==> src/logic/scmc_defines.svh <==
`ifndef SCMC_DEFINES_SVH
`define SCMC_DEFINES_SVH

// ----------------------------------------------------------------
// Register offsets
// ----------------------------------------------------------------
`define SCMC_ADDR_CTRL_ONE 8'h00
`define SCMC_ADDR_CTRL_TWO 8'h01
`define SCMC_ADDR_TBT_CTRL 8'h02
`define SCMC_ADDR_STATUS 8'h03

// ----------------------------------------------------------------
// Field positions
// ----------------------------------------------------------------
`define SCMC_C1_STOP 7
`define SCMC_C1_RELM 6
`define SCMC_C1_WUT_HI 3
`define SCMC_C1_WUT_LO 2
`define SCMC_C2_IDLE 4
`define SCMC_C2_CLOCK_GATE_HALT_BIT 2
`define SCMC_TB_EN 7
`define SCMC_TB_SEL_HI 2
`define SCMC_TB_SEL_LO 0
`define SCMC_ST_LATCH 7

// ----------------------------------------------------------------
// Reset values
// ----------------------------------------------------------------
`define SCMC_C1_RST 8'h00
`define SCMC_C2_RST 8'h00
`define SCMC_TB_RST 8'h00

// ----------------------------------------------------------------
// Divider chain and timing counts, in high-frequency clock cycles
// ----------------------------------------------------------------
`define SCMC_PRE_W 2
`define SCMC_DIV_W 21
`define SCMC_CHAIN_W 23
`define SCMC_WARM_3X16 23'h030000
`define SCMC_WARM_1X16 23'h010000
`define SCMC_WARM_3X14 23'h00C000
`define SCMC_WARM_1X14 23'h004000
`define SCMC_DVO_BIT 13
`define SCMC_WDT_BIT 15

`endif

==> src/logic/scmc_pkg.sv <==
package scmc_pkg;

	typedef enum logic [2:0] {
		SCMC_RUN,
		SCMC_CPU_SLEEP,
		SCMC_DEEP_SLEEP,
		SCMC_STOP,
		SCMC_WARMUP
	} scmc_mode_t;

	typedef struct packed {
		logic [7:0] addr;
		logic [7:0] wdata;
		logic wr;
		logic rd;
	} scmc_bus_req_t;

	typedef struct packed {
		logic osc;
		logic cpu;
		logic wdt;
		logic periph;
		logic time_base_timer;
	} scmc_clk_en_t;

endpackage : scmc_pkg

==> src/logic/scmc_top.sv <==
`timescale 1ns/1ns
`default_nettype none
`include "scmc_defines.svh"

// Functional notes
// - The divider chain is a 2-stage prescaler plus a 21-stage divider.
// - Prescaler and divider clear on reset, stop entry and stop exit.
// - A machine cycle is four states, one main clock each.
// - Main clock is the high-frequency clock; machine cycle is four periods.
// - CPU and peripherals both run from the main system clock.
// - Chain yields divider output, time-base, watchdog and timer sources.
// - Chain also times the warm-up after stop wake-up.
// - After reset the device is in run mode, everything clocked.
// - CPU sleep: oscillator on, CPU and watchdog halted, others run.
// - CPU-sleep bit enters it; any interrupt request returns to run.
// - Wake with master enable serves interrupt, else continues next.
// - Clock-gate halt bit enters deep sleep; oscillator on, only time-base keeps clock.
// - Deep sleep ends on falling edge of selected time-base source.
// - Deep sleep entry and exit ignore the time-base enable.
// - Deep sleep entered with time-base enabled sets its latch on exit.
// - Time-base interrupt served only with all three enables at 1.
// - Stop: oscillator off, everything halted, state held.
// - Stop released by pin, level or edge as software selects.
// - After warm-up, execution resumes after the stop instruction.
// - CPU-sleep bit clears itself when CPU sleep ends.
// - Clock-gate halt bit clears itself when deep sleep ends.
// - Reset during stop brings the device back in run mode.
module scmc_top #(
	parameter logic [`SCMC_CHAIN_W-1:0] WARM_3X16 = `SCMC_WARM_3X16,
	parameter logic [`SCMC_CHAIN_W-1:0] WARM_1X16 = `SCMC_WARM_1X16,
	parameter logic [`SCMC_CHAIN_W-1:0] WARM_3X14 = `SCMC_WARM_3X14,
	parameter logic [`SCMC_CHAIN_W-1:0] WARM_1X14 = `SCMC_WARM_1X14
) (
	input wire logic sys_clk_i,
	input wire logic sys_rst_i,
	input wire scmc_pkg::scmc_bus_req_t bus_i,
	output logic [7:0] rdata_o,
	input wire logic stop_pin_i,
	input wire logic irq_req_i,
	input wire logic master_irq_en_i,
	input wire logic tbt_irq_en_i,
	input wire logic tbt_irq_ack_i,
	output scmc_pkg::scmc_clk_en_t clk_en_o,
	output scmc_pkg::scmc_mode_t mode_o,
	output logic [1:0] machine_state_o,
	output logic divider_output_o,
	output logic tbt_src_o,
	output logic wdt_src_o,
	output logic [3:0] timer_src_o,
	output logic tbt_latch_o,
	output logic tbt_service_o,
	output logic wake_service_o,
	output logic wake_resume_o
);

	// ----------------------------------------------------------------
	// Decoding helpers
	// ----------------------------------------------------------------
	function automatic logic [`SCMC_CHAIN_W-1:0] warm_target(
		input logic [1:0] sel
	);
		case (sel)
			2'h0: warm_target = WARM_3X16;
			2'h1: warm_target = WARM_1X16;
			2'h2: warm_target = WARM_3X14;
			default: warm_target = WARM_1X14;
		endcase
	endfunction : warm_target

	function automatic logic tbt_tap(
		input logic [`SCMC_CHAIN_W-1:0] ch,
		input logic [2:0] sel
	);
		case (sel)
			3'h0: tbt_tap = ch[22];
			3'h1: tbt_tap = ch[20];
			3'h2: tbt_tap = ch[15];
			3'h3: tbt_tap = ch[13];
			3'h4: tbt_tap = ch[12];
			3'h5: tbt_tap = ch[11];
			3'h6: tbt_tap = ch[10];
			default: tbt_tap = ch[8];
		endcase
	endfunction : tbt_tap

	function automatic logic is_wr(
		input scmc_pkg::scmc_bus_req_t b,
		input logic [7:0] a
	);
		is_wr = b.wr && (b.addr == a);
	endfunction : is_wr

	// ----------------------------------------------------------------
	// Declarations
	// ----------------------------------------------------------------
	scmc_pkg::scmc_mode_t state_q;
	scmc_pkg::scmc_mode_t state_d;
	logic [7:0] ctrl_one_q;
	logic [7:0] ctrl_two_q;
	logic [7:0] tbt_ctrl_q;
	logic [`SCMC_CHAIN_W-1:0] chain;
	logic chain_clear;
	logic chain_run;
	logic pin_q;
	logic tb_src;
	logic tb_src_q;
	logic tb_fall;
	logic warm_done;
	logic stop_release;
	logic deep_tb_en_q;
	logic leave_cpu_sleep;
	logic leave_deep;
	logic leave_warm;

	assign tb_src = tbt_tap(chain, tbt_ctrl_q[`SCMC_TB_SEL_HI:`SCMC_TB_SEL_LO]);
	assign tb_fall = tb_src_q && !tb_src;
	assign warm_done = chain == (warm_target(
		ctrl_one_q[`SCMC_C1_WUT_HI:`SCMC_C1_WUT_LO]) - 23'h000001);
	// Edge mode waits for a fresh rise; a pin already high is not enough
	assign stop_release = ctrl_one_q[`SCMC_C1_RELM] ? stop_pin_i :
		(stop_pin_i && !pin_q);
	assign leave_cpu_sleep = (state_q == scmc_pkg::SCMC_CPU_SLEEP) &&
		irq_req_i;
	assign leave_deep = (state_q == scmc_pkg::SCMC_DEEP_SLEEP) && tb_fall;
	assign leave_warm = (state_q == scmc_pkg::SCMC_WARMUP) && warm_done;

	// ----------------------------------------------------------------
	// Divider chain
	// ----------------------------------------------------------------
	// The chain stops with the oscillator in stop mode
	assign chain_run = state_q != scmc_pkg::SCMC_STOP;
	assign chain_clear = (state_q != state_d) &&
		(state_q == scmc_pkg::SCMC_STOP ||
		state_d == scmc_pkg::SCMC_STOP ||
		state_d == scmc_pkg::SCMC_WARMUP);

	scmc_divider_chain u_chain (
		.sys_clk_i(sys_clk_i),
		.sys_rst_i(sys_rst_i),
		.clear_i(chain_clear),
		.run_i(chain_run),
		.chain_o(chain)
	);

	// ----------------------------------------------------------------
	// Operating mode sequencer
	// ----------------------------------------------------------------
	always_comb begin
		state_d = state_q;
		case (state_q)
			scmc_pkg::SCMC_RUN: begin
				if (ctrl_one_q[`SCMC_C1_STOP]) begin
					// Level mode with the pin already high skips stop
					state_d = (ctrl_one_q[`SCMC_C1_RELM] && stop_pin_i) ?
						scmc_pkg::SCMC_WARMUP : scmc_pkg::SCMC_STOP;
				end else if (ctrl_two_q[`SCMC_C2_IDLE]) begin
					state_d = scmc_pkg::SCMC_CPU_SLEEP;
				end else if (ctrl_two_q[`SCMC_C2_CLOCK_GATE_HALT_BIT]) begin
					state_d = scmc_pkg::SCMC_DEEP_SLEEP;
				end
			end
			scmc_pkg::SCMC_CPU_SLEEP: begin
				if (leave_cpu_sleep) begin
					state_d = scmc_pkg::SCMC_RUN;
				end
			end
			scmc_pkg::SCMC_DEEP_SLEEP: begin
				if (leave_deep) begin
					state_d = scmc_pkg::SCMC_RUN;
				end
			end
			scmc_pkg::SCMC_STOP: begin
				if (stop_release) begin
					state_d = scmc_pkg::SCMC_WARMUP;
				end
			end
			scmc_pkg::SCMC_WARMUP: begin
				if (leave_warm) begin
					state_d = scmc_pkg::SCMC_RUN;
				end
			end
			default: state_d = scmc_pkg::SCMC_RUN;
		endcase
	end

	always_ff @(posedge sys_clk_i) begin
		if (sys_rst_i) begin
			state_q <= scmc_pkg::SCMC_RUN;
		end else begin
			state_q <= state_d;
		end
	end

	always_ff @(posedge sys_clk_i) begin
		if (sys_rst_i) begin
			pin_q <= 1'b0;
			tb_src_q <= 1'b0;
		end else begin
			pin_q <= stop_pin_i;
			tb_src_q <= tb_src;
		end
	end

	// ----------------------------------------------------------------
	// Control registers
	// ----------------------------------------------------------------
	always_ff @(posedge sys_clk_i) begin
		if (sys_rst_i) begin
			ctrl_one_q <= `SCMC_C1_RST;
		end else begin
			if (is_wr(bus_i, `SCMC_ADDR_CTRL_ONE)) begin
				ctrl_one_q <= bus_i.wdata;
			end
			// Stop request is spent once execution resumes
			if (leave_warm) begin
				ctrl_one_q[`SCMC_C1_STOP] <= 1'b0;
			end
		end
	end

	always_ff @(posedge sys_clk_i) begin
		if (sys_rst_i) begin
			ctrl_two_q <= `SCMC_C2_RST;
		end else begin
			if (is_wr(bus_i, `SCMC_ADDR_CTRL_TWO)) begin
				ctrl_two_q <= bus_i.wdata;
			end
			if (leave_cpu_sleep) begin
				ctrl_two_q[`SCMC_C2_IDLE] <= 1'b0;
			end
			if (leave_deep) begin
				ctrl_two_q[`SCMC_C2_CLOCK_GATE_HALT_BIT] <= 1'b0;
			end
		end
	end

	always_ff @(posedge sys_clk_i) begin
		if (sys_rst_i) begin
			tbt_ctrl_q <= `SCMC_TB_RST;
		end else if (is_wr(bus_i, `SCMC_ADDR_TBT_CTRL)) begin
			tbt_ctrl_q <= bus_i.wdata;
		end
	end

	always_ff @(posedge sys_clk_i) begin
		if (sys_rst_i) begin
			rdata_o <= 8'h00;
		end else if (bus_i.rd) begin
			case (bus_i.addr)
				`SCMC_ADDR_CTRL_ONE: rdata_o <= ctrl_one_q;
				`SCMC_ADDR_CTRL_TWO: rdata_o <= ctrl_two_q;
				`SCMC_ADDR_TBT_CTRL: rdata_o <= tbt_ctrl_q;
				`SCMC_ADDR_STATUS: rdata_o <= {tbt_latch_o, 4'h0, state_q};
				default: rdata_o <= 8'h00;
			endcase
		end else begin
			rdata_o <= 8'h00;
		end
	end

	// ----------------------------------------------------------------
	// Time-base interrupt latch
	// ----------------------------------------------------------------
	always_ff @(posedge sys_clk_i) begin
		if (sys_rst_i) begin
			deep_tb_en_q <= 1'b0;
		end else if (state_q == scmc_pkg::SCMC_RUN &&
			state_d == scmc_pkg::SCMC_DEEP_SLEEP) begin
			deep_tb_en_q <= tbt_ctrl_q[`SCMC_TB_EN];
		end
	end

	always_ff @(posedge sys_clk_i) begin
		if (sys_rst_i) begin
			tbt_latch_o <= 1'b0;
		end else if (leave_deep && deep_tb_en_q) begin
			// Set wins over a same-cycle acknowledge
			tbt_latch_o <= 1'b1;
		end else if (tbt_irq_ack_i) begin
			tbt_latch_o <= 1'b0;
		end
	end

	always_ff @(posedge sys_clk_i) begin
		if (sys_rst_i) begin
			tbt_service_o <= 1'b0;
		end else begin
			tbt_service_o <= tbt_latch_o && master_irq_en_i &&
				tbt_irq_en_i && tbt_ctrl_q[`SCMC_TB_EN];
		end
	end

	// ----------------------------------------------------------------
	// Wake-up outcome from CPU sleep
	// ----------------------------------------------------------------
	always_ff @(posedge sys_clk_i) begin
		if (sys_rst_i) begin
			wake_service_o <= 1'b0;
			wake_resume_o <= 1'b0;
		end else begin
			wake_service_o <= leave_cpu_sleep && master_irq_en_i;
			wake_resume_o <= leave_cpu_sleep && !master_irq_en_i;
		end
	end

	// ----------------------------------------------------------------
	// Clock gating and machine cycle
	// ----------------------------------------------------------------
	always_ff @(posedge sys_clk_i) begin
		if (sys_rst_i) begin
			clk_en_o <= 5'h1F;
			mode_o <= scmc_pkg::SCMC_RUN;
		end else begin
			mode_o <= state_d;
			clk_en_o.osc <= state_d != scmc_pkg::SCMC_STOP;
			clk_en_o.cpu <= state_d == scmc_pkg::SCMC_RUN;
			clk_en_o.wdt <= state_d == scmc_pkg::SCMC_RUN;
			clk_en_o.periph <= state_d == scmc_pkg::SCMC_RUN ||
				state_d == scmc_pkg::SCMC_CPU_SLEEP;
			clk_en_o.time_base_timer <= state_d == scmc_pkg::SCMC_RUN ||
				state_d == scmc_pkg::SCMC_CPU_SLEEP ||
				state_d == scmc_pkg::SCMC_DEEP_SLEEP;
		end
	end

	// Main clock equals the high-frequency clock, one state per cycle
	always_ff @(posedge sys_clk_i) begin
		if (sys_rst_i) begin
			machine_state_o <= 2'h0;
		end else if (state_d == scmc_pkg::SCMC_RUN) begin
			machine_state_o <= machine_state_o + 2'h1;
		end
	end

	always_ff @(posedge sys_clk_i) begin
		if (sys_rst_i) begin
			divider_output_o <= 1'b0;
			tbt_src_o <= 1'b0;
			wdt_src_o <= 1'b0;
			timer_src_o <= 4'h0;
		end else begin
			divider_output_o <= chain[`SCMC_DVO_BIT] &&
				state_q != scmc_pkg::SCMC_DEEP_SLEEP;
			tbt_src_o <= tb_src;
			wdt_src_o <= chain[`SCMC_WDT_BIT] &&
				state_q == scmc_pkg::SCMC_RUN;
			timer_src_o <= (state_q == scmc_pkg::SCMC_RUN ||
				state_q == scmc_pkg::SCMC_CPU_SLEEP) ?
				{chain[11], chain[7], chain[5], chain[3]} : 4'h0;
		end
	end
endmodule : scmc_top

`default_nettype wire

==> src/logic/scmc_divider_chain.sv <==
`timescale 1ns/1ns
`default_nettype none
`include "scmc_defines.svh"

module scmc_divider_chain (
	input wire logic sys_clk_i,
	input wire logic sys_rst_i,
	input wire logic clear_i,
	input wire logic run_i,
	output logic [`SCMC_CHAIN_W-1:0] chain_o
);

	logic [`SCMC_CHAIN_W-1:0] chain_q;
	logic [`SCMC_CHAIN_W:0] carry;

	assign carry[0] = run_i;

	// ----------------------------------------------------------------
	// Prescaler stages followed by divider stages
	// ----------------------------------------------------------------
	genvar i;
	generate
		for (i = 0; i < `SCMC_CHAIN_W; i++) begin : g_stage
			assign carry[i+1] = carry[i] & chain_q[i];
			always_ff @(posedge sys_clk_i) begin
				if (sys_rst_i || clear_i) begin
					chain_q[i] <= 1'b0;
				end else if (carry[i]) begin
					chain_q[i] <= ~chain_q[i];
				end
			end
		end
	endgenerate

	assign chain_o = chain_q;

endmodule : scmc_divider_chain

`default_nettype wire

==> config.mk <==
export PLATFORM = sky130hd
export DESIGN_NAME = scmc_top
export DESIGN_NICKNAME = d
export VERILOG_FILES = /design/src/logic/scmc_pkg.sv /design/src/logic/scmc_top.sv /design/src/logic/scmc_divider_chain.sv
export VERILOG_INCLUDE_DIRS = /design/src /design/src/logic
export SDC_FILE = /design/constraint.sdc
export NUM_CORES = 1
export LEC_CHECK = 0
export BUFFER_PORTS_ARGS = -buffer_cell sky130_fd_sc_hd__buf_2
export CORE_MARGIN = 3
export CORE_UTILIZATION = 52
export DETAILED_ROUTE_END_ITERATION = 16
export PLACE_DENSITY = 0.82
export SETUP_SLACK_MARGIN = 0.1
export SLEW_MARGIN = 20
export SYNTH_ARGS = -nofsm -noshare
export SYNTH_HDL_FRONTEND = slang
export SYNTH_SLANG_ARGS = --single-unit
==> constraint.sdc <==
create_clock -name sys_clk_i -period 4.4 [get_ports sys_clk_i]
set_clock_uncertainty 0.15 [all_clocks]
set_input_delay 0.44 -clock sys_clk_i [delete_from_list [all_inputs] [get_ports sys_clk_i]]
set_output_delay 0.44 -clock sys_clk_i [all_outputs]
set_load 0.02 [all_outputs]
==> flow_summary.ini <==
[status]
outcome = complete, no violations

[clocking]
cts.sinks = 77
worst_skew_pair.late_latency_ns = 0.35
tritoncts = built
max-clock-path-buffers = 2
cts-resized-gates = 0
ctsHoldBuffers = 0
clk_transition_reported_paths_ns = 0.08
clock_tree.root_cell = clkbuf_8
cts_max_level = 3
post_cts.repair.setup_buffers = 0
cts-buffers-inserted = 9

[timing]
grt_setup_unrepaired = no
worst_hold_slack_ns = 0.123
timing_max_transition_violations_final = 0
achievable-frequency_ghz = 0.364
timing.final.crit_period_ns = 2.75
setup_tns_ns = 0
final_hold_viol_count = 0
worstMarginPinSlew_ns = 0.760
postLayoutSetupSlackWorst_ns = 1.65
period_share = 0.624
maxSlewHeadroom = 0.493
finalSetupViolations = 0

[flow_run]
maxCapViolCount = 0

[drt]
final_antenna_net_count = 0
drt-pass1-iter-count = 4
drt_iter0_markers = 171
drt-total-wl_mm = 6.99
route.detailed.vias_per_inst = 5.46
drcViolationCount = 0
routed_wire_length_per_instance_um = 14.6
vias = 2603

[setup_path]
timing.critical_path.from_type = register
critical_path_buf_inv_count = 0
cp_data_required_time_ns = 4.46
worst_r2r_endpoint = u_chain.chain_o[18]
worst_setup_ep_type = register
timing_worst_setup_path_type = reg2reg
reg2reg_from = u_chain.chain_o[5]
slowest_stage = a22oi_4
worst-endpoint-arrival_ns = 2.80
cp_cell_sequence = nand4_2 > or3_1 > a2111oi_4 > a211oi_2 > a22oi_4 > nor2_1
worst-r2r-cell-count = 6
rrSetupSlack_ns = 1.65
critical_path.max_stage_delay_ns = 0.68
critical-path-top-delay-family = compound AO/OA/AOI/OAI gates
critical_path_peak_fanout = 23

[synth]
ys_async_sr_fraction = 0
cells_after_synthesis = 347
synth.avg_cell_area_um2 = 9.81
yosysWarnings = 0
synth_ff_type = dfxtp_1
ys_seq_area_frac = 0.453
synth_top_cell_area_share = 0.453
netlist_area_mm2 = 0.00340
synth_fp_nets = 372
synth-edff-count = 0
synth_largest_area_cell = dfxtp_1
netlist-cell-type-count = 60
synth_top_cells_by_area = dfxtp_1 45%, mux2i_1 9.1%, nor2_1 6.9%
synth_seq_cells = 77

[global_routing]
grtUsageTotal = 0.198
largest_net_degree_at_the_start_of_global_routing = 41
first_global_vias = 2531
antenna_found_initial = 0
grt.overflow.total = 0
wire_length_of_the_first_global_routing_pass_mm = 11.8

[placed_design]
placed_area_mm2 = 0.00368
numPlacedInstances = 461
dp.final_hpwl_mm = 4.96
io_buffer_count = 53
gp_congestion = 0.875
detailedPlace.worstSlack_ns = 1.66

[layout]
layout_commonest_cell = dfxtp_1
final_cell_mix = 77 x dfxtp_1, 63 x nor2_1, 53 x buf_2
number_of_diodes = 0
post_layout_nonfiller_instances = 477
design_area_mm2 = 0.00386
syn_to_final_growth_pct = 13.4
register_area_mm2 = 0.00154
fill_cell_total_of_the_finished_layout = 502
num-nets-final = 422
multiInputGateArea_mm2 = 0.00175
share_of_cells_above_drive_strength_1 = 0.254
utilization = 0.630

[hold_path]
hold_end = wake_resume_o
hold_path.startpoint = master_irq_en_i
min-delay-path-class = in2reg
hold_depth = 2

[die]
design.die.area_mm2 = 0.00755
floorplan.die.height_um = 86.9
number_of_rows_in_the_core_area = 28
starting_density_of_the_core = 0.555
die_width_um = 86.9
design.portCount = 54
placeableCoreArea_mm2 = 0.00613

[power_and_ir_drop]
power-per-cell-area_mw_per_mm2 = 354
total_power_mw = 1.37
irDropWorstVdd_mv = 0.271
p_leak_nw = 1.61
-- power breakdown --
group / switching (mW) / internal (mW) / leakage, nW
Sequential: 0.0227 / 0.722 / 0.622
Combinational: 0.0792 / 0.0563 / 0.914
Clock: 0.277 / 0.210 / 0.0789
-- cells in the mapped netlist, types with 2 or more instances --
library cell	number
and3_1	3
nor2_2	10
nand2_1	16
a211oi_2	2
xor2_1	11
dfxtp_1	77
and3b_1	2
nor3b_1	3
mux2i_1	31
nand4_2	2
nor2b_1	10
nand3b_1	3
a21oi_1	8
xnor2_1	13
or2_2	2
a211oi_1	2
mux4_2	4
and2_1	4
buf_6	3
nand2b_1	3
buf_4	2
nand4_1	4
nor3_1	7
clkbuf_1	6
nand3_1	12
nor2_1	63
buf_2	3
nor4_1	2
inv_1	6
or3_1	3
-- cell type report --
class / count / share of cell area
clock buffer: 9 / 0.0321
clock inverter: 7 / 0.0146
inverter: 6 / 0.00583
multi-input combinational: 249 / 0.453
sequential: 77 / 0.399
tap: 75 / 0.0243
timing repair buffer: 54 / 0.0707
-- state kept, by name, indices dropped and copies added, names as in the netlist, 2 cells and up --
signal           count
ctrl_one_q           8
machine_state_o      2
tbt_ctrl_q           8
clk_en_o             4
rdata_o              8
timer_src_o          4
u_chain.chain_o     23
ctrl_two_q           8
mode_o               3
-- logic make-up after synthesis --
group | Yosys count | share of synthesized area
AO/OA/AOI/OAI | 26 | 0.0691
XOR/XNOR | 24 | 0.0618
buffers and inverters | 21 | 0.0331
flip-flops | 77 | 0.453
multiplexers | 38 | 0.129
AND/OR/NAND/NOR | 161 | 0.254
-- worst max path at each step --
stage,startpoint,end,slack (ns),depth (start not counted)
2_1_floorplan,mode_o[2],u_chain.chain_o[22],2.06,8
3_3_place_gp,u_chain.chain_o[5],u_chain.chain_o[19],1.74,6
3_5_place_dp,u_chain.chain_o[5],u_chain.chain_o[19],1.66,6
4_1_cts,u_chain.chain_o[5],u_chain.chain_o[18],1.65,6
5_1_grt,u_chain.chain_o[5],u_chain.chain_o[18],1.48,6
6_report,u_chain.chain_o[5],u_chain.chain_o[18],1.65,6
-- per-layer routing --
metal  up-vias  track usage  part of all wire
met3         8       0.0407             0.066
met5         -            0                 0
met4         0       0.0977             0.011
li1       1292            -                 -
met2        70        0.311              0.47
met1      1233        0.258              0.45
(Power assumes the default switching activity.)
